`config.mk`:
```
export PLATFORM = sky130hd
export DESIGN_NAME = spi_master_slave_port
export DESIGN_NICKNAME = d
export VERILOG_FILES = /design/src/hdl/spi_port_pkg.sv /design/src/hdl/spi_tick_if.sv /design/src/hdl/spi_rate_gen.sv /design/src/hdl/spi_master_slave_port.sv
export SDC_FILE = /design/constraint.sdc
export NUM_CORES = 1
export LEC_CHECK = 0
export ABC_AREA = 1
export BUFFER_PORTS_ARGS = -buffer_cell sky130_fd_sc_hd__clkbuf_2
export CAP_MARGIN = 15
export CELL_PAD_IN_SITES_DETAIL_PLACEMENT = 1
export CELL_PAD_IN_SITES_GLOBAL_PLACEMENT = 2
export CORE_MARGIN = 1.5
export CORE_UTILIZATION = 30
export DETAILED_ROUTE_END_ITERATION = 6
export PLACE_DENSITY_LB_ADDON = 0.1
export SLEW_MARGIN = 20
export SYNTH_ARGS = -nofsm -noshare
export SYNTH_HDL_FRONTEND = slang
export SYNTH_SLANG_ARGS = --single-unit
```
`constraint.sdc`:
```
create_clock -name CLK_SYS_IN -period 3.65 [get_ports CLK_SYS_IN]
set_clock_uncertainty 0.2 [all_clocks]
set_input_delay 0.365 -clock CLK_SYS_IN [delete_from_list [all_inputs] [get_ports CLK_SYS_IN]]
set_output_delay 0.365 -clock CLK_SYS_IN [all_outputs]
set_load 0.01 [all_outputs]
```
`src/hdl/spi_port_pkg.sv`:
```
// Constants and types shared by the SPI port design files
package spi_port_pkg;
	localparam int DATA_W = 8;
	localparam int CNT_W = 4;
	localparam logic [3:0] BITS_PER_BYTE = 4'h8;
	localparam logic [1:0] RATE_DIV4 = 2'h0;
	localparam logic [1:0] RATE_DIV8 = 2'h1;
	localparam logic [1:0] RATE_DIV16 = 2'h2;
	localparam logic [5:0] HALF_DIV4 = 6'h02;
	localparam logic [5:0] HALF_DIV8 = 6'h04;
	localparam logic [5:0] HALF_DIV16 = 6'h08;
	localparam logic [5:0] HALF_DIV32 = 6'h10;
	localparam logic [7:0] BYTE_RESET = 8'h00;
	typedef enum logic [2:0] {
		ST_IDLE = 3'b001,
		ST_LEAD = 3'b010,
		ST_TRAIL = 3'b100
	} xfer_state_t;
endpackage

```
`src/hdl/spi_tick_if.sv`:
```
// Half bit-slot tick carrier between the rate divider and the SPI core
`timescale 1ns/10ps
interface spi_tick_if;
	logic [1:0] rate;
	logic timer_sel;
	logic timer_ovf;
	logic run;
	logic tick;
	modport gen (input rate, input timer_sel, input timer_ovf, input run, output tick);
	modport core (output rate, output timer_sel, output timer_ovf, output run, input tick);
endinterface

```
`src/hdl/spi_rate_gen.sv`:
```
// Half bit-slot enable generator for the master SCK
`timescale 1ns/10ps
module spi_rate_gen (
	input wire logic clk,
	input wire logic nrst,
	spi_tick_if.gen tk
);
	import spi_port_pkg::*;
	logic [5:0] cnt;
	logic [5:0] next_cnt;
	logic [5:0] half;
	logic step;

	// Source is the system clock or timer overflow pulses; free running, so a
	// transfer waits for the next half-slot tick
	always_comb begin
		case (tk.rate)
			RATE_DIV4: half = HALF_DIV4;
			RATE_DIV8: half = HALF_DIV8;
			RATE_DIV16: half = HALF_DIV16;
			default: half = HALF_DIV32;
		endcase
		step = tk.timer_sel ? tk.timer_ovf : 1'b1;
		next_cnt = cnt;
		tk.tick = 1'b0;
		if (step) begin
			if (cnt >= half - 6'h01) begin
				next_cnt = 6'h00;
				tk.tick = 1'b1;
			end else begin
				next_cnt = cnt + 6'h01;
			end
		end
		// Held at zero while not master, so a new master starts on a whole slot
		if (!tk.run) begin
			next_cnt = 6'h00;
			tk.tick = 1'b0;
		end
	end

	// Counter register
	always_ff @(posedge clk or negedge nrst) begin
		if (!nrst) begin
			cnt <= 6'h00;
		end else begin
			cnt <= next_cnt;
		end
	end
endmodule // spi_rate_gen

```
`src/hdl/spi_master_slave_port.sv`:
```
// Double-buffered SPI port, master or slave, with mode-fault detection
// Contract
// - 4-wire slave responds only while select is low; otherwise passive, MISO off
// - Select going high resets slave shift logic, bit counter, partial byte
// - Select-ignore makes the slave always enabled (3-wire)
// - Slave output disable keeps MISO undriven even when selected
// - Master with select-ignore: select pin has no effect
// - Master without select-ignore: select low clears master-select, SCK and MOSI become inputs
// - Mode fault sets fault flag and requests interrupt if enabled
// - After fault the device stays slave until master-select written one
// - Master data write loads buffer; empty shifter takes it, sets empty flag, starts
// - Master start may wait for the next half bit slot
// - Master shifts MOSI and drives SCK together; samples MISO one clock later
// - Byte end moves received byte to buffer, sets done flag, interrupt
// - Data read returns the last completed received byte
// - Empty flag set when the shifter takes the buffer; cleared by software or data write
// - Byte written while busy waits, then loads at completion and starts
// - Empty flag interrupts only with interrupt and enhanced enables
// - Master-select clear: slave shifts only under master SCK, never starts
// - Slave data preloaded; queued byte loads after each transfer and waits
// - SCK output when master, input when slave; MOSI/MISO direction by mode
// - Byte order LSB-first or MSB-first under software choice
// - Four master bit rates or Timer 1 overflow pacing
// - Clock source select: system clock or timer; rate 00 /4, 01 /8
// - Bit order one selects LSB first, zero MSB first
// - Polarity one idles SCK high, zero idles low
`timescale 1ns/10ps
module spi_master_slave_port (
	input wire logic CLK_SYS_IN,
	input wire logic NRST_IN,
	input wire logic PORT_ENABLE_IN,
	input wire logic MASTER_SET_IN,
	input wire logic SELECT_IGNORE_IN,
	input wire logic SLAVE_OUT_DISABLE_IN,
	input wire logic BIT_ORDER_IN,
	input wire logic CLOCK_POLARITY_IN,
	input wire logic CLOCK_PHASE_IN,
	input wire logic TIMER_CLOCK_SELECT_IN,
	input wire logic [1:0] RATE_SELECT_IN,
	input wire logic TIMER_OVF_IN,
	input wire logic IRQ_ENABLE_IN,
	input wire logic ENHANCED_IRQ_ENABLE_IN,
	input wire logic DATA_WRITE_IN,
	input wire logic [spi_port_pkg::DATA_W-1:0] DATA_WDATA_IN,
	input wire logic TX_EMPTY_CLEAR_IN,
	input wire logic DONE_CLEAR_IN,
	input wire logic FAULT_CLEAR_IN,
	input wire logic SCK_IN,
	input wire logic MOSI_IN,
	input wire logic MISO_IN,
	input wire logic SS_N_IN,
	output logic SCK_OUT,
	output logic SCK_OE_OUT,
	output logic MOSI_OUT,
	output logic MOSI_OE_OUT,
	output logic MISO_OUT,
	output logic MISO_OE_OUT,
	output logic MASTER_OUT,
	output logic [spi_port_pkg::DATA_W-1:0] DATA_RDATA_OUT,
	output logic TRANSFER_DONE_FLAG_OUT,
	output logic TX_BUFFER_EMPTY_FLAG_OUT,
	output logic MODE_FAULT_FLAG_OUT,
	output logic BUSY_OUT,
	output logic IRQ_OUT
);
	import spi_port_pkg::*;

	spi_tick_if tk ();
	spi_rate_gen u_rate (.clk(CLK_SYS_IN), .nrst(NRST_IN), .tk(tk.gen));

	// Pin synchronisers: first stage is read only by the second; reset to idle pins
	// (select high, SCK low) so no false select follows reset, nor a false SCK edge while polarity is zero
	logic [3:0] sync_a;
	logic [3:0] sync_b;
	logic sck_prev;
	always_ff @(posedge CLK_SYS_IN or negedge NRST_IN) begin
		if (!NRST_IN) begin
			sync_a <= 4'h4;
			sync_b <= 4'h4;
			sck_prev <= 1'b0;
		end else begin
			sync_a <= {TIMER_OVF_IN, SS_N_IN, (MASTER_OUT ? MISO_IN : MOSI_IN), SCK_IN};
			sync_b <= sync_a;
			sck_prev <= sync_b[0];
		end
	end
	logic sck_s;
	logic din_s;
	logic ss_n_s;
	assign sck_s = sync_b[0];
	assign din_s = sync_b[1];
	assign ss_n_s = sync_b[2];

	// Bit position for a given count, honouring bit order
	function automatic logic [2:0] bit_pos(input logic [3:0] n, input logic lsb_first);
		bit_pos = lsb_first ? n[2:0] : 3'h7 - n[2:0];
	endfunction

	xfer_state_t state;
	xfer_state_t next_state;
	logic master;
	logic next_master;
	logic [7:0] shifter;
	logic [7:0] next_shifter;
	logic [7:0] txbuf;
	logic [7:0] next_txbuf;
	logic txfull;
	logic next_txfull;
	logic shfull;
	logic next_shfull;
	logic [7:0] rxbuf;
	logic [7:0] next_rxbuf;
	logic [3:0] cnt;
	logic [3:0] next_cnt;
	logic sck_lvl;
	logic next_sck_lvl;
	logic dout;
	logic next_dout;
	logic done_f;
	logic next_done_f;
	logic empty_f;
	logic next_empty_f;
	logic fault_f;
	logic next_fault_f;
	logic slave_sel;
	logic lead_edge;
	logic trail_edge;
	logic byte_end;
	logic fault_ev;
	logic [7:0] txsrc;
	logic late_smp;
	logic next_late_smp;
	logic late_last;
	logic next_late_last;
	logic [2:0] late_pos;
	logic [2:0] next_late_pos;

	assign tk.rate = RATE_SELECT_IN;
	assign tk.timer_sel = TIMER_CLOCK_SELECT_IN;
	assign tk.timer_ovf = sync_b[3];
	assign tk.run = master;

	// Slave selected when select low or ignored
	assign slave_sel = PORT_ENABLE_IN && !master && (SELECT_IGNORE_IN || !ss_n_s);
	// Slave SCK edges; leading edge leaves the idle level
	assign lead_edge = (sck_s != sck_prev) && (sck_s != CLOCK_POLARITY_IN);
	assign trail_edge = (sck_s != sck_prev) && (sck_s == CLOCK_POLARITY_IN);
	// A low select while master without select-ignore is another master
	assign fault_ev = PORT_ENABLE_IN && master && !SELECT_IGNORE_IN && !ss_n_s;
	assign txsrc = DATA_WRITE_IN ? DATA_WDATA_IN : txbuf;

	// Transfer engine next-state logic
	always_comb begin
		next_state = state;
		next_master = master;
		next_shifter = shifter;
		next_txbuf = txbuf;
		next_txfull = txfull;
		next_shfull = shfull;
		next_rxbuf = rxbuf;
		next_cnt = cnt;
		next_sck_lvl = master ? sck_lvl : CLOCK_POLARITY_IN;
		next_late_smp = 1'b0;
		next_late_last = 1'b0;
		next_late_pos = late_pos;
		next_dout = dout;
		next_done_f = done_f;
		next_empty_f = empty_f;
		next_fault_f = fault_f;
		byte_end = 1'b0;
		if (MASTER_SET_IN) begin
			next_master = 1'b1;
		end
		if (DATA_WRITE_IN) begin
			next_txbuf = DATA_WDATA_IN;
			next_txfull = 1'b1;
			next_empty_f = 1'b0;
		end
		if (TX_EMPTY_CLEAR_IN) begin
			next_empty_f = 1'b0;
		end
		if (DONE_CLEAR_IN) begin
			next_done_f = 1'b0;
		end
		if (FAULT_CLEAR_IN) begin
			next_fault_f = 1'b0;
		end
		if (!PORT_ENABLE_IN) begin
			next_state = ST_IDLE;
			next_cnt = 4'h0;
			next_sck_lvl = CLOCK_POLARITY_IN;
		end else if (fault_ev) begin
			next_master = 1'b0;
			next_fault_f = 1'b1;
			next_state = ST_IDLE;
			next_cnt = 4'h0;
			next_sck_lvl = CLOCK_POLARITY_IN;
		end else if (master) begin
			// MISO sync lags two clocks, so the master captures one clock after its edge
			if (late_smp) begin
				next_shifter[late_pos] = din_s;
			end
			byte_end = late_last;
			case (state)
				ST_IDLE: begin
					next_sck_lvl = CLOCK_POLARITY_IN;
					if (!shfull && (txfull || DATA_WRITE_IN)) begin
						next_shifter = txsrc;
						next_shfull = 1'b1;
						next_txfull = 1'b0;
						next_empty_f = 1'b1;
					end else if (shfull && tk.tick && !late_last) begin
						// Start only on a half-slot tick
						next_state = ST_LEAD;
						next_cnt = 4'h0;
						next_dout = shifter[bit_pos(4'h0, BIT_ORDER_IN)];
					end
				end
				ST_LEAD: if (tk.tick) begin
					// Leading SCK edge
					next_sck_lvl = !CLOCK_POLARITY_IN;
					if (!CLOCK_PHASE_IN) begin
						next_late_smp = 1'b1;
						next_late_pos = bit_pos(cnt, BIT_ORDER_IN);
					end else begin
						next_dout = shifter[bit_pos(cnt, BIT_ORDER_IN)];
					end
					next_state = ST_TRAIL;
				end
				ST_TRAIL: if (tk.tick) begin
					// Trailing SCK edge
					next_sck_lvl = CLOCK_POLARITY_IN;
					if (CLOCK_PHASE_IN) begin
						next_late_smp = 1'b1;
						next_late_pos = bit_pos(cnt, BIT_ORDER_IN);
					end
					if (cnt == BITS_PER_BYTE - 4'h1) begin
						// Byte ends once the last late capture has landed
						next_late_last = 1'b1;
						next_state = ST_IDLE;
					end else begin
						next_cnt = cnt + 4'h1;
						if (!CLOCK_PHASE_IN) begin
							next_dout = shifter[bit_pos(cnt + 4'h1, BIT_ORDER_IN)];
						end
						next_state = ST_LEAD;
					end
				end
				default: next_state = ST_IDLE;
			endcase
		end else if (!slave_sel) begin
			// Deselected slave drops any partial byte
			next_cnt = 4'h0;
			next_state = ST_IDLE;
			if (!shfull && txfull) begin
				next_shifter = txbuf;
				next_shfull = 1'b1;
				next_txfull = 1'b0;
				next_empty_f = 1'b1;
			end
			next_dout = shifter[bit_pos(4'h0, BIT_ORDER_IN)];
		end else begin
			// Selected slave, clocked only by the master SCK
			next_state = ST_LEAD;
			if (!shfull && (txfull || DATA_WRITE_IN) && cnt == 4'h0) begin
				next_shifter = txsrc;
				next_shfull = 1'b1;
				next_txfull = 1'b0;
				next_empty_f = 1'b1;
			end
			if (cnt == 4'h0 && !CLOCK_PHASE_IN) begin
				next_dout = next_shifter[bit_pos(4'h0, BIT_ORDER_IN)];
			end
			if ((lead_edge && !CLOCK_PHASE_IN) || (trail_edge && CLOCK_PHASE_IN)) begin
				next_shifter[bit_pos(cnt, BIT_ORDER_IN)] = din_s;
				if (cnt == BITS_PER_BYTE - 4'h1) begin
					byte_end = 1'b1;
					next_cnt = 4'h0;
				end else begin
					next_cnt = cnt + 4'h1;
				end
			end
			if (CLOCK_PHASE_IN && lead_edge) begin
				next_dout = shifter[bit_pos(cnt, BIT_ORDER_IN)];
			end
			if (!CLOCK_PHASE_IN && trail_edge && cnt != 4'h0) begin
				next_dout = shifter[bit_pos(cnt, BIT_ORDER_IN)];
			end
		end
		if (byte_end) begin
			next_rxbuf = next_shifter;
			next_done_f = 1'b1;
			next_shfull = 1'b0;
			if (txfull || DATA_WRITE_IN) begin
				// Queued byte loads at once; master restarts without software
				next_shifter = txsrc;
				next_shfull = 1'b1;
				next_txfull = 1'b0;
				next_empty_f = 1'b1;
				next_dout = txsrc[bit_pos(4'h0, BIT_ORDER_IN)];
			end
		end
	end

	// Transfer engine registers
	always_ff @(posedge CLK_SYS_IN or negedge NRST_IN) begin
		if (!NRST_IN) begin
			state <= ST_IDLE;
			master <= 1'b0;
			shifter <= BYTE_RESET;
			txbuf <= BYTE_RESET;
			txfull <= 1'b0;
			shfull <= 1'b0;
			rxbuf <= BYTE_RESET;
			cnt <= 4'h0;
			sck_lvl <= 1'b0;
			dout <= 1'b0;
			done_f <= 1'b0;
			empty_f <= 1'b0;
			fault_f <= 1'b0;
			late_smp <= 1'b0;
			late_last <= 1'b0;
			late_pos <= 3'h0;
		end else begin
			state <= next_state;
			master <= next_master;
			shifter <= next_shifter;
			txbuf <= next_txbuf;
			txfull <= next_txfull;
			shfull <= next_shfull;
			rxbuf <= next_rxbuf;
			cnt <= next_cnt;
			sck_lvl <= next_sck_lvl;
			dout <= next_dout;
			done_f <= next_done_f;
			empty_f <= next_empty_f;
			fault_f <= next_fault_f;
			late_smp <= next_late_smp;
			late_last <= next_late_last;
			late_pos <= next_late_pos;
		end
	end

	// Pin drivers; MOSI released between transfers to let other masters in
	assign SCK_OUT = sck_lvl;
	assign SCK_OE_OUT = PORT_ENABLE_IN && master;
	assign MOSI_OUT = dout;
	// MOSI held one clock past the last edge so the far end samples a driven line
	assign MOSI_OE_OUT = PORT_ENABLE_IN && master && (state != ST_IDLE || late_last);
	assign MISO_OUT = dout;
	assign MISO_OE_OUT = slave_sel && !SLAVE_OUT_DISABLE_IN;
	assign MASTER_OUT = master;
	assign DATA_RDATA_OUT = rxbuf;
	assign TRANSFER_DONE_FLAG_OUT = done_f;
	assign TX_BUFFER_EMPTY_FLAG_OUT = empty_f;
	assign MODE_FAULT_FLAG_OUT = fault_f;
	assign BUSY_OUT = shfull;
	// Buffer-empty interrupt needs the enhanced enable too
	assign IRQ_OUT = IRQ_ENABLE_IN && (done_f || fault_f ||
		(empty_f && ENHANCED_IRQ_ENABLE_IN));

	AST_MISO_OFF: assert property (@(posedge CLK_SYS_IN) disable iff (!NRST_IN)
		SLAVE_OUT_DISABLE_IN |-> !MISO_OE_OUT) else $error("MISO driven while disabled");
	AST_FAULT: assert property (@(posedge CLK_SYS_IN) disable iff (!NRST_IN)
		fault_ev |=> !master && fault_f) else $error("Fault did not demote master");
	AST_STAY_SLAVE: assert property (@(posedge CLK_SYS_IN) disable iff (!NRST_IN)
		!master && !MASTER_SET_IN |=> !master) else $error("Mastership regained alone");
	AST_DONE: assert property (@(posedge CLK_SYS_IN) disable iff (!NRST_IN)
		byte_end |=> done_f && rxbuf == $past(next_rxbuf)) else $error("Byte end lost");
	AST_DESELECT: assert property (@(posedge CLK_SYS_IN) disable iff (!NRST_IN)
		!master && !slave_sel |=> cnt == 4'h0) else $error("Counter not reset");
	AST_WRITE: assert property (@(posedge CLK_SYS_IN) disable iff (!NRST_IN)
		DATA_WRITE_IN && shfull && !byte_end |=> !empty_f) else $error("Write left empty flag");
	AST_IRQ: assert property (@(posedge CLK_SYS_IN) disable iff (!NRST_IN)
		!IRQ_ENABLE_IN |-> !IRQ_OUT) else $error("Interrupt without enable");
	AST_SCK_IDLE: assert property (@(posedge CLK_SYS_IN) disable iff (!NRST_IN)
		master && state == ST_IDLE && $past(state) == ST_IDLE && $stable(CLOCK_POLARITY_IN)
		|-> SCK_OUT == CLOCK_POLARITY_IN) else $error("SCK not idle level");
endmodule // spi_master_slave_port

```
==> flow_summary_export.csv, run 1 <==
group,metric,value,unit
status,status,"completed",
cts,clk_latency,0.34,ns
power_and_ir_drop,powerDensity,581,nW/µm²
global_routing,grt_usage,21.4,%
timing,hold_viol,0,
synth,synth_cell_type_count,39,
setup_path,crit_path_end_kind,"flop",
placed_design,hpwl,10.7,mm
layout,final_layout_size_suffix_gt1_share,13.2,%
setup_path,worstPathMaxFanout,11,
setup_path,r2r_start,"MASTER_OUT",
floorplan,initial_core_util,31.0,%
drt,dr.pass1.iters,4,
setup_path,criticalPathCategory,"flop to flop",
cts,clock_path_buffers,2,
layout,postLayoutCellArea,4690,µm²
synth,netlist_area,3960,µm²
global_routing,grt_pass1_vias,4291,
floorplan,coreArea,12800,µm²
power_and_ir_drop,cellLeakagePower,2.42,nW
drt,routed_wl,13.8,mm
drt,drt_iter0_markers,227,
worst_hold_path,holdPathEnd,"sync_a[1]",
floorplan,fp.dieW,118,µm
synth,ys.flop_type,"dfrtp_1",
cts,path_clk_slew,0.05,ns
layout,syn_to_final_growth,18.4,%
global_routing,grt_max_degree,35,
synth,yosys_warnings,0,
floorplan,die-area,13900,µm²
timing,setup_tns,0,ns
drt,viasPerCell,5.00,
synth,syn_nets,620,
placed_design,gp_congestion,0.798,
cts,tritoncts,"built",
floorplan,ioPinCount,51,
timing,fin_crit,3.01,ns
timing,worstMarginPinSlew,0.928,ns
timing,slew_headroom,38.2,%
cts,cts_setup_buffers,0,
layout,antenna_cells,0,
setup_path,r2r-end,"DATA_RDATA_OUT[6]",
timing,fmaxAchievable,332,MHz
worst_hold_path,hold_depth,3,
global_routing,grt_overflow,0,
drt,wl_per_cell,16.9,µm
placed_design,postPlaceCellArea,4360,µm²
global_routing,grt_pass1_wl,23.2,mm
worst_hold_path,hold_class,"primary input to flop",
floorplan,dieHeight,118,µm
floorplan,row_count,41,
setup_path,cp.required,3.71,ns
drt,drc,0,
flow_run,cap_violations,0,
synth,synth_edf_count,0,
layout,fin_nets,674,
timing,drv_slew,0,
setup_path,start_kind,"flop",
synth,avgSynthCellArea,6.80,µm²
drt,ant_nets,0,
cts,numCtsBuffers,9,
worst_hold_path,holdCritStartpoint,"MOSI_IN",
cts,cts-root-buf,"clkbuf_16",
power_and_ir_drop,peakVddDrop,227,µV
drt,vias,4071,
cts,cts-htree-levels,3,
setup_path,rr_worst_depth,9,
synth,syn-instance-count,583,
global_routing,antenna_found_initial,0,
synth,ys_ff_latch,59,
cts,cts_sinks,59,
placed_design,io_buffers,50,
timing,period_share,82.6,%
timing,rsz0062_at_grt,"false",
setup_path,reg2reg_slack,0.64,ns
setup_path,arrival,3.07,ns
synth,ys_seq_area_share,37.3,%
timing,setup_violations,0,
synth,async_flop_share,100,%
metrics by stage:
stage                     util [%]  hold slack, ns  total power, W  std cells  setup WS, ns
after floorplan                  -          -0.131         0.00159        583          1.64
after global placement        34.1           0.133         0.00192        792         0.631
after detailed placement      34.1           0.139         0.00193        792         0.615
after CTS                     36.7         0.00970         0.00276        814         0.575
after global routing          36.7          0.0373         0.00296        814         0.348
final                         36.7          0.0194         0.00273        814         0.636
placed cells by master (no fill, tap or decap), types with 2 or more instances in the layout:
cell,Yosys,layout
dfstp_2,3,3
o21ai_0,54,54
xnor2_1,2,2
a221oi_1,7,7
clkbuf_8,0,2
o22ai_1,2,2
a21oi_1,14,14
nor2_4,2,2
clkinv_2,0,2
o31ai_1,3,3
clkbuf_1,3,3
nand2_2,2,2
dfrtp_1,56,56
a31oi_1,2,2
clkbuf_16,0,9
clkbuf_2,0,50
nor3_1,3,3
inv_2,3,3
ha_1,6,6
nand4_1,12,12
xor2_1,4,4
o211ai_1,9,9
o21ai_1,2,2
nor2_1,30,30
nand3_1,68,68
dlygate4sd3_1,0,6
nand2_1,197,197
inv_1,71,71
nand2_4,2,2
buf_4,2,3
nor2_2,2,2
cell families (layout without fill, tap and decap cells):
family	after synthesis	after routing	share of synthesized area, %
flip-flops	59	59	37.3
buffers and inverters	91	150	9.47
adder cells (fa/ha/maj)	6	6	1.89
AND/OR/NAND/NOR	322	322	35.2
AO/OA/AOI/OAI	98	98	14.3
XOR/XNOR	7	7	1.74
cell usage after synthesis, drive strengths merged (2+ instances only):
cell	number	area share (%)
xnor2	2	0.44
a31oi	2	0.32
ha	6	1.9
nor3	3	0.38
a21oi	14	1.8
o211ai	9	1.7
o22ai	2	0.32
nand3	69	8.8
o21ai	57	7.3
buf	13	2.1
dfstp	3	2.0
nand4	12	1.9
inv	74	7.0
dfrtp	56	35
nor2	35	4.2
a221oi	7	1.5
nand2	201	20
xor2	5	1.3
o31ai	3	0.57
clkbuf	3	0.28
sequential cells by signal (all words and copies together) (netlist names), 3 cells and up:
signal / flops
DATA_RDATA_OUT: 8
cnt: 4
late_pos: 3
shifter: 8
state: 3
sync_a: 4
sync_b: 4
txbuf: 8
u_rate.cnt: 6
routing by layer:
layer / track usage [%] / part of all wire (%) / up-vias
met5: 0 / 0 / -
met4: 8.46 / 1.8 / 0
met3: 3.49 / 3.8 / 15
met2: 32.2 / 43 / 72
met1: 30.5 / 51 / 1962
li1: - / - / 2022
final cells by class:
cell class,count,area (µm²)
clock inverter,2,10.0
clock buffer,14,264
timing repair buffer,59,333
inverter,75,282
fill,1626,8080
tap,172,215
sequential,59,1480
multi-input combinational,433,2110
report_power, final:
| group | switching [W] | total, W | internal [W] |
|---|---|---|---|
| sequential | 0.000142 | 0.000918 | 0.000777 |
| clock | 0.000309 | 0.000803 | 0.000494 |
| combinational | 0.000674 | 0.00100 | 0.000330 |
critical path: stages (launching register included):
cell	delay [ns]
dfrtp_1	0.51
inv_1	0.43
nand3_1	0.34
inv_1	0.42
nand3_2	0.16
nand2_4	0.16
nand2_4	0.10
inv_1	0.34
nor2_1	0.08
a31oi_1	0.18
timing repair:
item | CTS | global route
gates resized for setup | 0 | 0
hold endpoints to repair | 34 | 0
hold buffers | 6 | 0
worst max path at each step:
| stage | start | endpoint | slack (ns) | cells past startpoint |
|---|---|---|---|---|
| after global routing | MASTER_OUT | DATA_RDATA_OUT[6] | 0.35 | 9 |
| after detailed placement | MASTER_OUT | DATA_RDATA_OUT[6] | 0.62 | 9 |
| after CTS | MASTER_OUT | DATA_RDATA_OUT[6] | 0.58 | 9 |
| final | MASTER_OUT | DATA_RDATA_OUT[6] | 0.64 | 9 |
| after floorplan | u_rate.cnt[3] | cnt[3] | 1.64 | 11 |
| after global placement | MASTER_OUT | shifter[7] | 0.63 | 10 |
No activity file was read; power rests on OpenSTA's default activity.
==> run 2, diff against run 1 <==
- CORE_UTILIZATION: 30 -> 29
- clock period: 3.65 -> 2.5 ns (I/O delays scaled with it)
==> flow_summary_export.csv, run 2 (same netlist as run 1, synthesis figures left out) <==
group,metric,value,unit
setup_path,critPathBufInv,1,
setup_path,worstPathCellList,"ha_1, nand2_1, inv_1, nand2_1, nand2_1, nand3_1, nand3_1, a21oi_2, nor2_2, nand4_1, o21ai_0",
drt,drc,0,
global_routing,grt_pass1_wl,22.7,mm
cts,cts_sinks,59,
placed_design,hpwl,10.6,mm
timing,rsz0062_at_grt,"false",
floorplan,coreArea,13300,µm²
timing,drv_slew,0,
floorplan,die-area,14400,µm²
status,status,"completed",
timing,fmaxAchievable,447,MHz
floorplan,row_count,42,
drt,vias,4152,
worst_hold_path,holdCritStartpoint,"DATA_WDATA_IN[5]",
global_routing,grt_pass1_vias,4321,
power_and_ir_drop,total_power,0.00435,W
global_routing,grt_max_degree,60,
floorplan,initial_core_util,29.8,%
setup_path,r2r_start,"u_rate.cnt[3]",
floorplan,dieHeight,120,µm
cts,path_clk_slew,0.05,ns
setup_path,slowest_stage,"dfrtp_1",
timing,hold_viol,0,
setup_path,cp.required,2.56,ns
global_routing,grt_usage,20.5,%
placed_design,io_buffers,50,
setup_path,worstPathMaxFanout,8,
timing,setup_violations,0,
setup_path,cp-startpoint,"u_rate.cnt[3]",
flow_run,cap_violations,0,
power_and_ir_drop,powerDensity,874,nW/µm²
setup_path,r2r-end,"cnt[0]",
cts,numCtsBuffers,9,
timing,fin_crit,2.24,ns
cts,cts-root-buf,"clkbuf_16",
timing,fin_hold_ws,0.0290,ns
timing,worstMarginPinSlew,0.576,ns
layout,final_layout_size_suffix_gt1_share,15.9,%
layout,syn_to_final_growth,25.6,%
cts,clock_path_buffers,2,
drt,dr.pass1.iters,4,
setup_path,crit_top_cell,"nand2_1",
setup_path,cp_top_family,"simple AND/OR/NAND/NOR gates",
worst_hold_path,hold_depth,3,
setup_path,criticalPathCategory,"flop to flop",
floorplan,ioPinCount,51,
power_and_ir_drop,cellLeakagePower,2.57,nW
layout,antenna_cells,0,
drt,viasPerCell,4.94,
setup_path,crit_path_end_kind,"flop",
global_routing,grt_overflow,0,
drt,drt_iter0_markers,232,
floorplan,fp.dieW,120,µm
setup_path,arrival,2.30,ns
layout,fill_cells,1684,
setup_path,rr_worst_depth,11,
drt,routed_wl,13.8,mm
drt,ant_nets,0,
layout,postLayoutCellArea,4980,µm²
global_routing,antenna_found_initial,0,
drt,wl_per_cell,16.4,µm
timing,slew_headroom,61.2,%
power_and_ir_drop,peakVddDrop,332,µV
timing,period_share,89.6,%
setup_path,cpPeakStageDelay,0.42,ns
layout,fin_nets,697,
timing,setup_tns,0,ns
setup_path,reg2reg_slack,0.26,ns
placed_design,gp_congestion,0.823,
cts,tritoncts,"built",
cts,cts-htree-levels,3,
layout,final_common_cell,"nand2_1",
setup_path,start_kind,"flop",
worst_hold_path,holdPathEnd,"txbuf[5]",
layout,layout_common_cells,"nand2_1 (195), inv_1 (71), nand3_1 (68)",
cts,clk_latency,0.34,ns
placed_design,postPlaceCellArea,4500,µm²
worst_hold_path,hold_class,"primary input to flop",
## run 2: worst max path at each step
stage | end | slack (ns) | depth (start not counted)
2_1_floorplan | cnt[3] | 0.49 | 11
3_5_place_dp | MISO_OUT | 0.04 | 16
6_report | cnt[0] | 0.26 | 11
4_1_cts | cnt[1] | 0.13 | 11
3_3_place_gp | MISO_OUT | 0.09 | 14
5_1_grt | cnt[1] | 0.01 | 11
## run 2: tightest hold or removal path, delay by kind of cell
family,cells,cell delay (ns)
and+or+nand+nor,2,0.18
buffers and inverters,1,0.08
## run 2: stage by stage
step | util [%] | setup WS [ns] | instances
2_1_floorplan | - | 0.495 | 583
3_3_place_gp | 33.8 | 0.0887 | 812
3_5_place_dp | 33.8 | 0.0431 | 812
4_1_cts | 37.4 | 0.134 | 841
5_1_grt | 37.4 | 0.0125 | 841
6_report | 37.4 | 0.261 | 841
## run 2: repair_timing
action / CTS / global route
hold buffers: 13 / 0
hold endpoints to repair: 67 / 0
setup endpoints to repair: 0 / 5
buffers inserted: 0 / 0
resized for setup: 0 / 3
## run 2: metal layers
metal  routed length [µm]  global-route usage (%)  share of wire (%)  vias up
met3                  503                    3.14                3.7       13
met1                 6840                    28.8                 50     1991
li1                     -                       -                  -     2073
met5                    0                       0                  0        -
met4                  211                    7.14                1.5        0
met2                 6220                    32.1                 45       75
## run 2: layout make-up
cell class,instances,area (µm²),area share (%)
clock buffers,11,243,4.88
repair buffers,82,536,10.8
well taps,176,220,4.42
clock inverters,5,100,2.01
flip-flops and latches,59,1480,29.7
multi-input cells,433,2120,42.5
inverters,75,282,5.66
## run 2: power breakdown
group          internal (W)  switching, W
sequential          0.00113      0.000207
clock              0.000997      0.000468
combinational      0.000554      0.000990
==> run 3, diff against run 2 <==
==> constraint.sdc (replaced) <==
create_clock -name CLK_SYS_IN -period 2.5 [get_ports CLK_SYS_IN]
set_clock_uncertainty 0.2 [all_clocks]
set_input_delay 0 -clock CLK_SYS_IN [delete_from_list [all_inputs] [get_ports CLK_SYS_IN]]
set_output_delay 0 -clock CLK_SYS_IN [all_outputs]
set_load 0.01 [all_outputs]
==> flow_summary_export.csv, run 3 (same netlist as run 1, synthesis figures left out) <==
group,metric,value,unit
timing,fin_crit,2.29,ns
status,status,"completed",
setup_path,rr_worst_depth,8,
setup_path,crit_top_cell,"o21ai_0",
setup_path,arrival,2.32,ns
setup_path,r2r-end,"DATA_RDATA_OUT[5]",
layout,syn_to_final_growth,26.3,%
layout,postLayoutCellArea,5010,µm²
cts,cts_sinks,59,
setup_path,cpPeakStageDelay,0.41,ns
power_and_ir_drop,swShare,40.8,%
power_and_ir_drop,peakVddDrop,376,µV
layout,final_common_cell,"nand2_1",
timing,fin_ws,0.210,ns
placed_design,pre_cts_ws,0.0556,ns
power_and_ir_drop,pwr-share-clk,30.9,%
global_routing,antenna_found_initial,0,
global_routing,grt_pass1_wl,23.4,mm
power_and_ir_drop,powerDensity,833,nW/µm²
placed_design,gp_congestion,0.826,
cts,path_clk_slew,0.06,ns
setup_path,worstPathCellList,"inv_1, nand2_1, o21ai_0, o21ai_0, a221oi_1, nand3_1, o21ai_0, inv_1",
cts,clock_path_buffers,2,
layout,final_core_util,37.7,%
placed_design,io_buffers,50,
cts,cts-root-buf,"clkbuf_16",
setup_path,critPathBufInv,2,
timing,setup_violations,0,
drt,vias,4224,
global_routing,grt_overflow,0,
cts,numCtsBuffers,9,
power_and_ir_drop,seqPwrFrac,32.1,%
floorplan,die-area,14400,µm²
floorplan,ioPinCount,51,
floorplan,dieHeight,120,µm
floorplan,initial_core_util,29.8,%
timing,drv_slew,0,
drt,dr.pass1.iters,4,
floorplan,row_count,42,
layout,antenna_cells,0,
timing,worstMarginPinSlew,0.744,ns
setup_path,cp_top_family,"compound AO/OA/AOI/OAI gates",
global_routing,grt_max_degree,32,
setup_path,start_kind,"flop",
drt,drc,0,
layout,layout_common_cells,"nand2_1 (195), inv_1 (71), nand3_1 (68)",
setup_path,slowest_stage,"dfrtp_1",
cts,cts-htree-levels,3,
floorplan,coreArea,13300,µm²
floorplan,fp.dieW,120,µm
drt,ant_nets,0,
power_and_ir_drop,power_frac_comb,37.0,%
drt,routed_wl,14.3,mm
power_and_ir_drop,total_power,0.00417,W
setup_path,criticalPathCategory,"flop to flop",
global_routing,grt_pass1_vias,4357,
placed_design,postPlaceCellArea,4470,µm²
power_and_ir_drop,power.internal,0.00247,W
setup_path,crit_path_end_kind,"flop",
setup_path,r2r_start,"BUSY_OUT",
setup_path,reg2reg_slack,0.21,ns
setup_path,worstPathMaxFanout,17,
setup_path,cp.required,2.53,ns
worst_hold_path,hold_class,"primary input to asynchronous set/reset pin",
cts,clk_latency,0.34,ns
power_and_ir_drop,cellLeakagePower,2.57,nW
global_routing,grt_usage,21.1,%
timing,fmaxAchievable,437,MHz
layout,fin_nets,704,
timing,period_share,91.6,%
timing,hold_viol,0,
drt,wl_per_cell,16.8,µm
placed_design,hpwl,10.7,mm
cts,tritoncts,"built",
power_and_ir_drop,switching_power,0.00170,W
timing,slew_headroom,50.2,%
flow_run,cap_violations,0,
setup_path,worst-path-stages,8,
layout,final_layout_size_suffix_gt1_share,15.3,%
drt,viasPerCell,4.98,
drt,drt_iter0_markers,219,
-- run 3: cell type report --
cell class | instances | area, µm²
sequential | 59 | 1480
clock inverter | 5 | 52.6
clock buffer | 11 | 243
inverter | 75 | 282
fill | 1716 | 8290
timing repair buffer | 89 | 613
multi-input combinational | 433 | 2120
tap | 176 | 220
-- run 3: what timing repair did --
| item | 4_1_cts | 5_1_grt |
|---|---|---|
| gates resized for setup | 0 | 3 |
| endpoints found under the setup margin | 0 | 4 |
| hold buffers | 23 | 0 |
| buffers inserted | 0 | 1 |
| hold endpoints to repair | 84 | 0 |
-- run 3: stage by stage --
stage / std cells / hold WS [ns] / TNS (ns)
finish: 848 / 0.0179 / 0
global route: 848 / 0.0365 / -0.00104
CTS: 847 / 0.0228 / 0
detailed placement: 808 / -0.343 / 0
global placement: 808 / -0.348 / 0
floorplan: 583 / -0.496 / 0
-- run 3: power groups by stage --
stage | logic (W) | registers (W) | clock network [W]
after floorplan | 0.00104 | 0.00129 | 0
after global placement | 0.00147 | 0.00135 | 0
after detailed placement | 0.00149 | 0.00136 | 0
after CTS | 0.00153 | 0.00134 | 0.00132
after global routing | 0.00177 | 0.00137 | 0.00135
final | 0.00154 | 0.00134 | 0.00129
-- run 3: worst max-delay path by stage --
| stage | start | end | slack [ns] |
|---|---|---|---|
| floorplan | u_rate.cnt[3] | cnt[3] | 0.49 |
| global placement | u_rate.cnt[3] | cnt[1] | 0.11 |
| detailed placement | u_rate.cnt[3] | cnt[3] | 0.06 |
| CTS | u_rate.cnt[3] | cnt[3] | 0.03 |
| global route | u_rate.cnt[3] | cnt[1] | -0.001 |
| finish | BUSY_OUT | DATA_RDATA_OUT[5] | 0.21 |
-- run 3: routing by layer --
layer / global-route usage (%) / vias to the layer above / wire, µm
li1: - / 2077 / -
met1: 29.2 / 2041 / 6900
met2: 33.7 / 96 / 6480
met3: 4.33 / 10 / 773
met4: 5.13 / 0 / 124
met5: 0 / - / 0
-- run 3: worst reg2reg max path, delay by kind of cell, from the launching register on --
| kind | cells | cell delay, ns |
|---|---|---|
| flops | 1 | 0.41 |
| buf+inv | 2 | 0.17 |
| compound gates | 4 | 0.83 |
| simple gates | 2 | 0.58 |
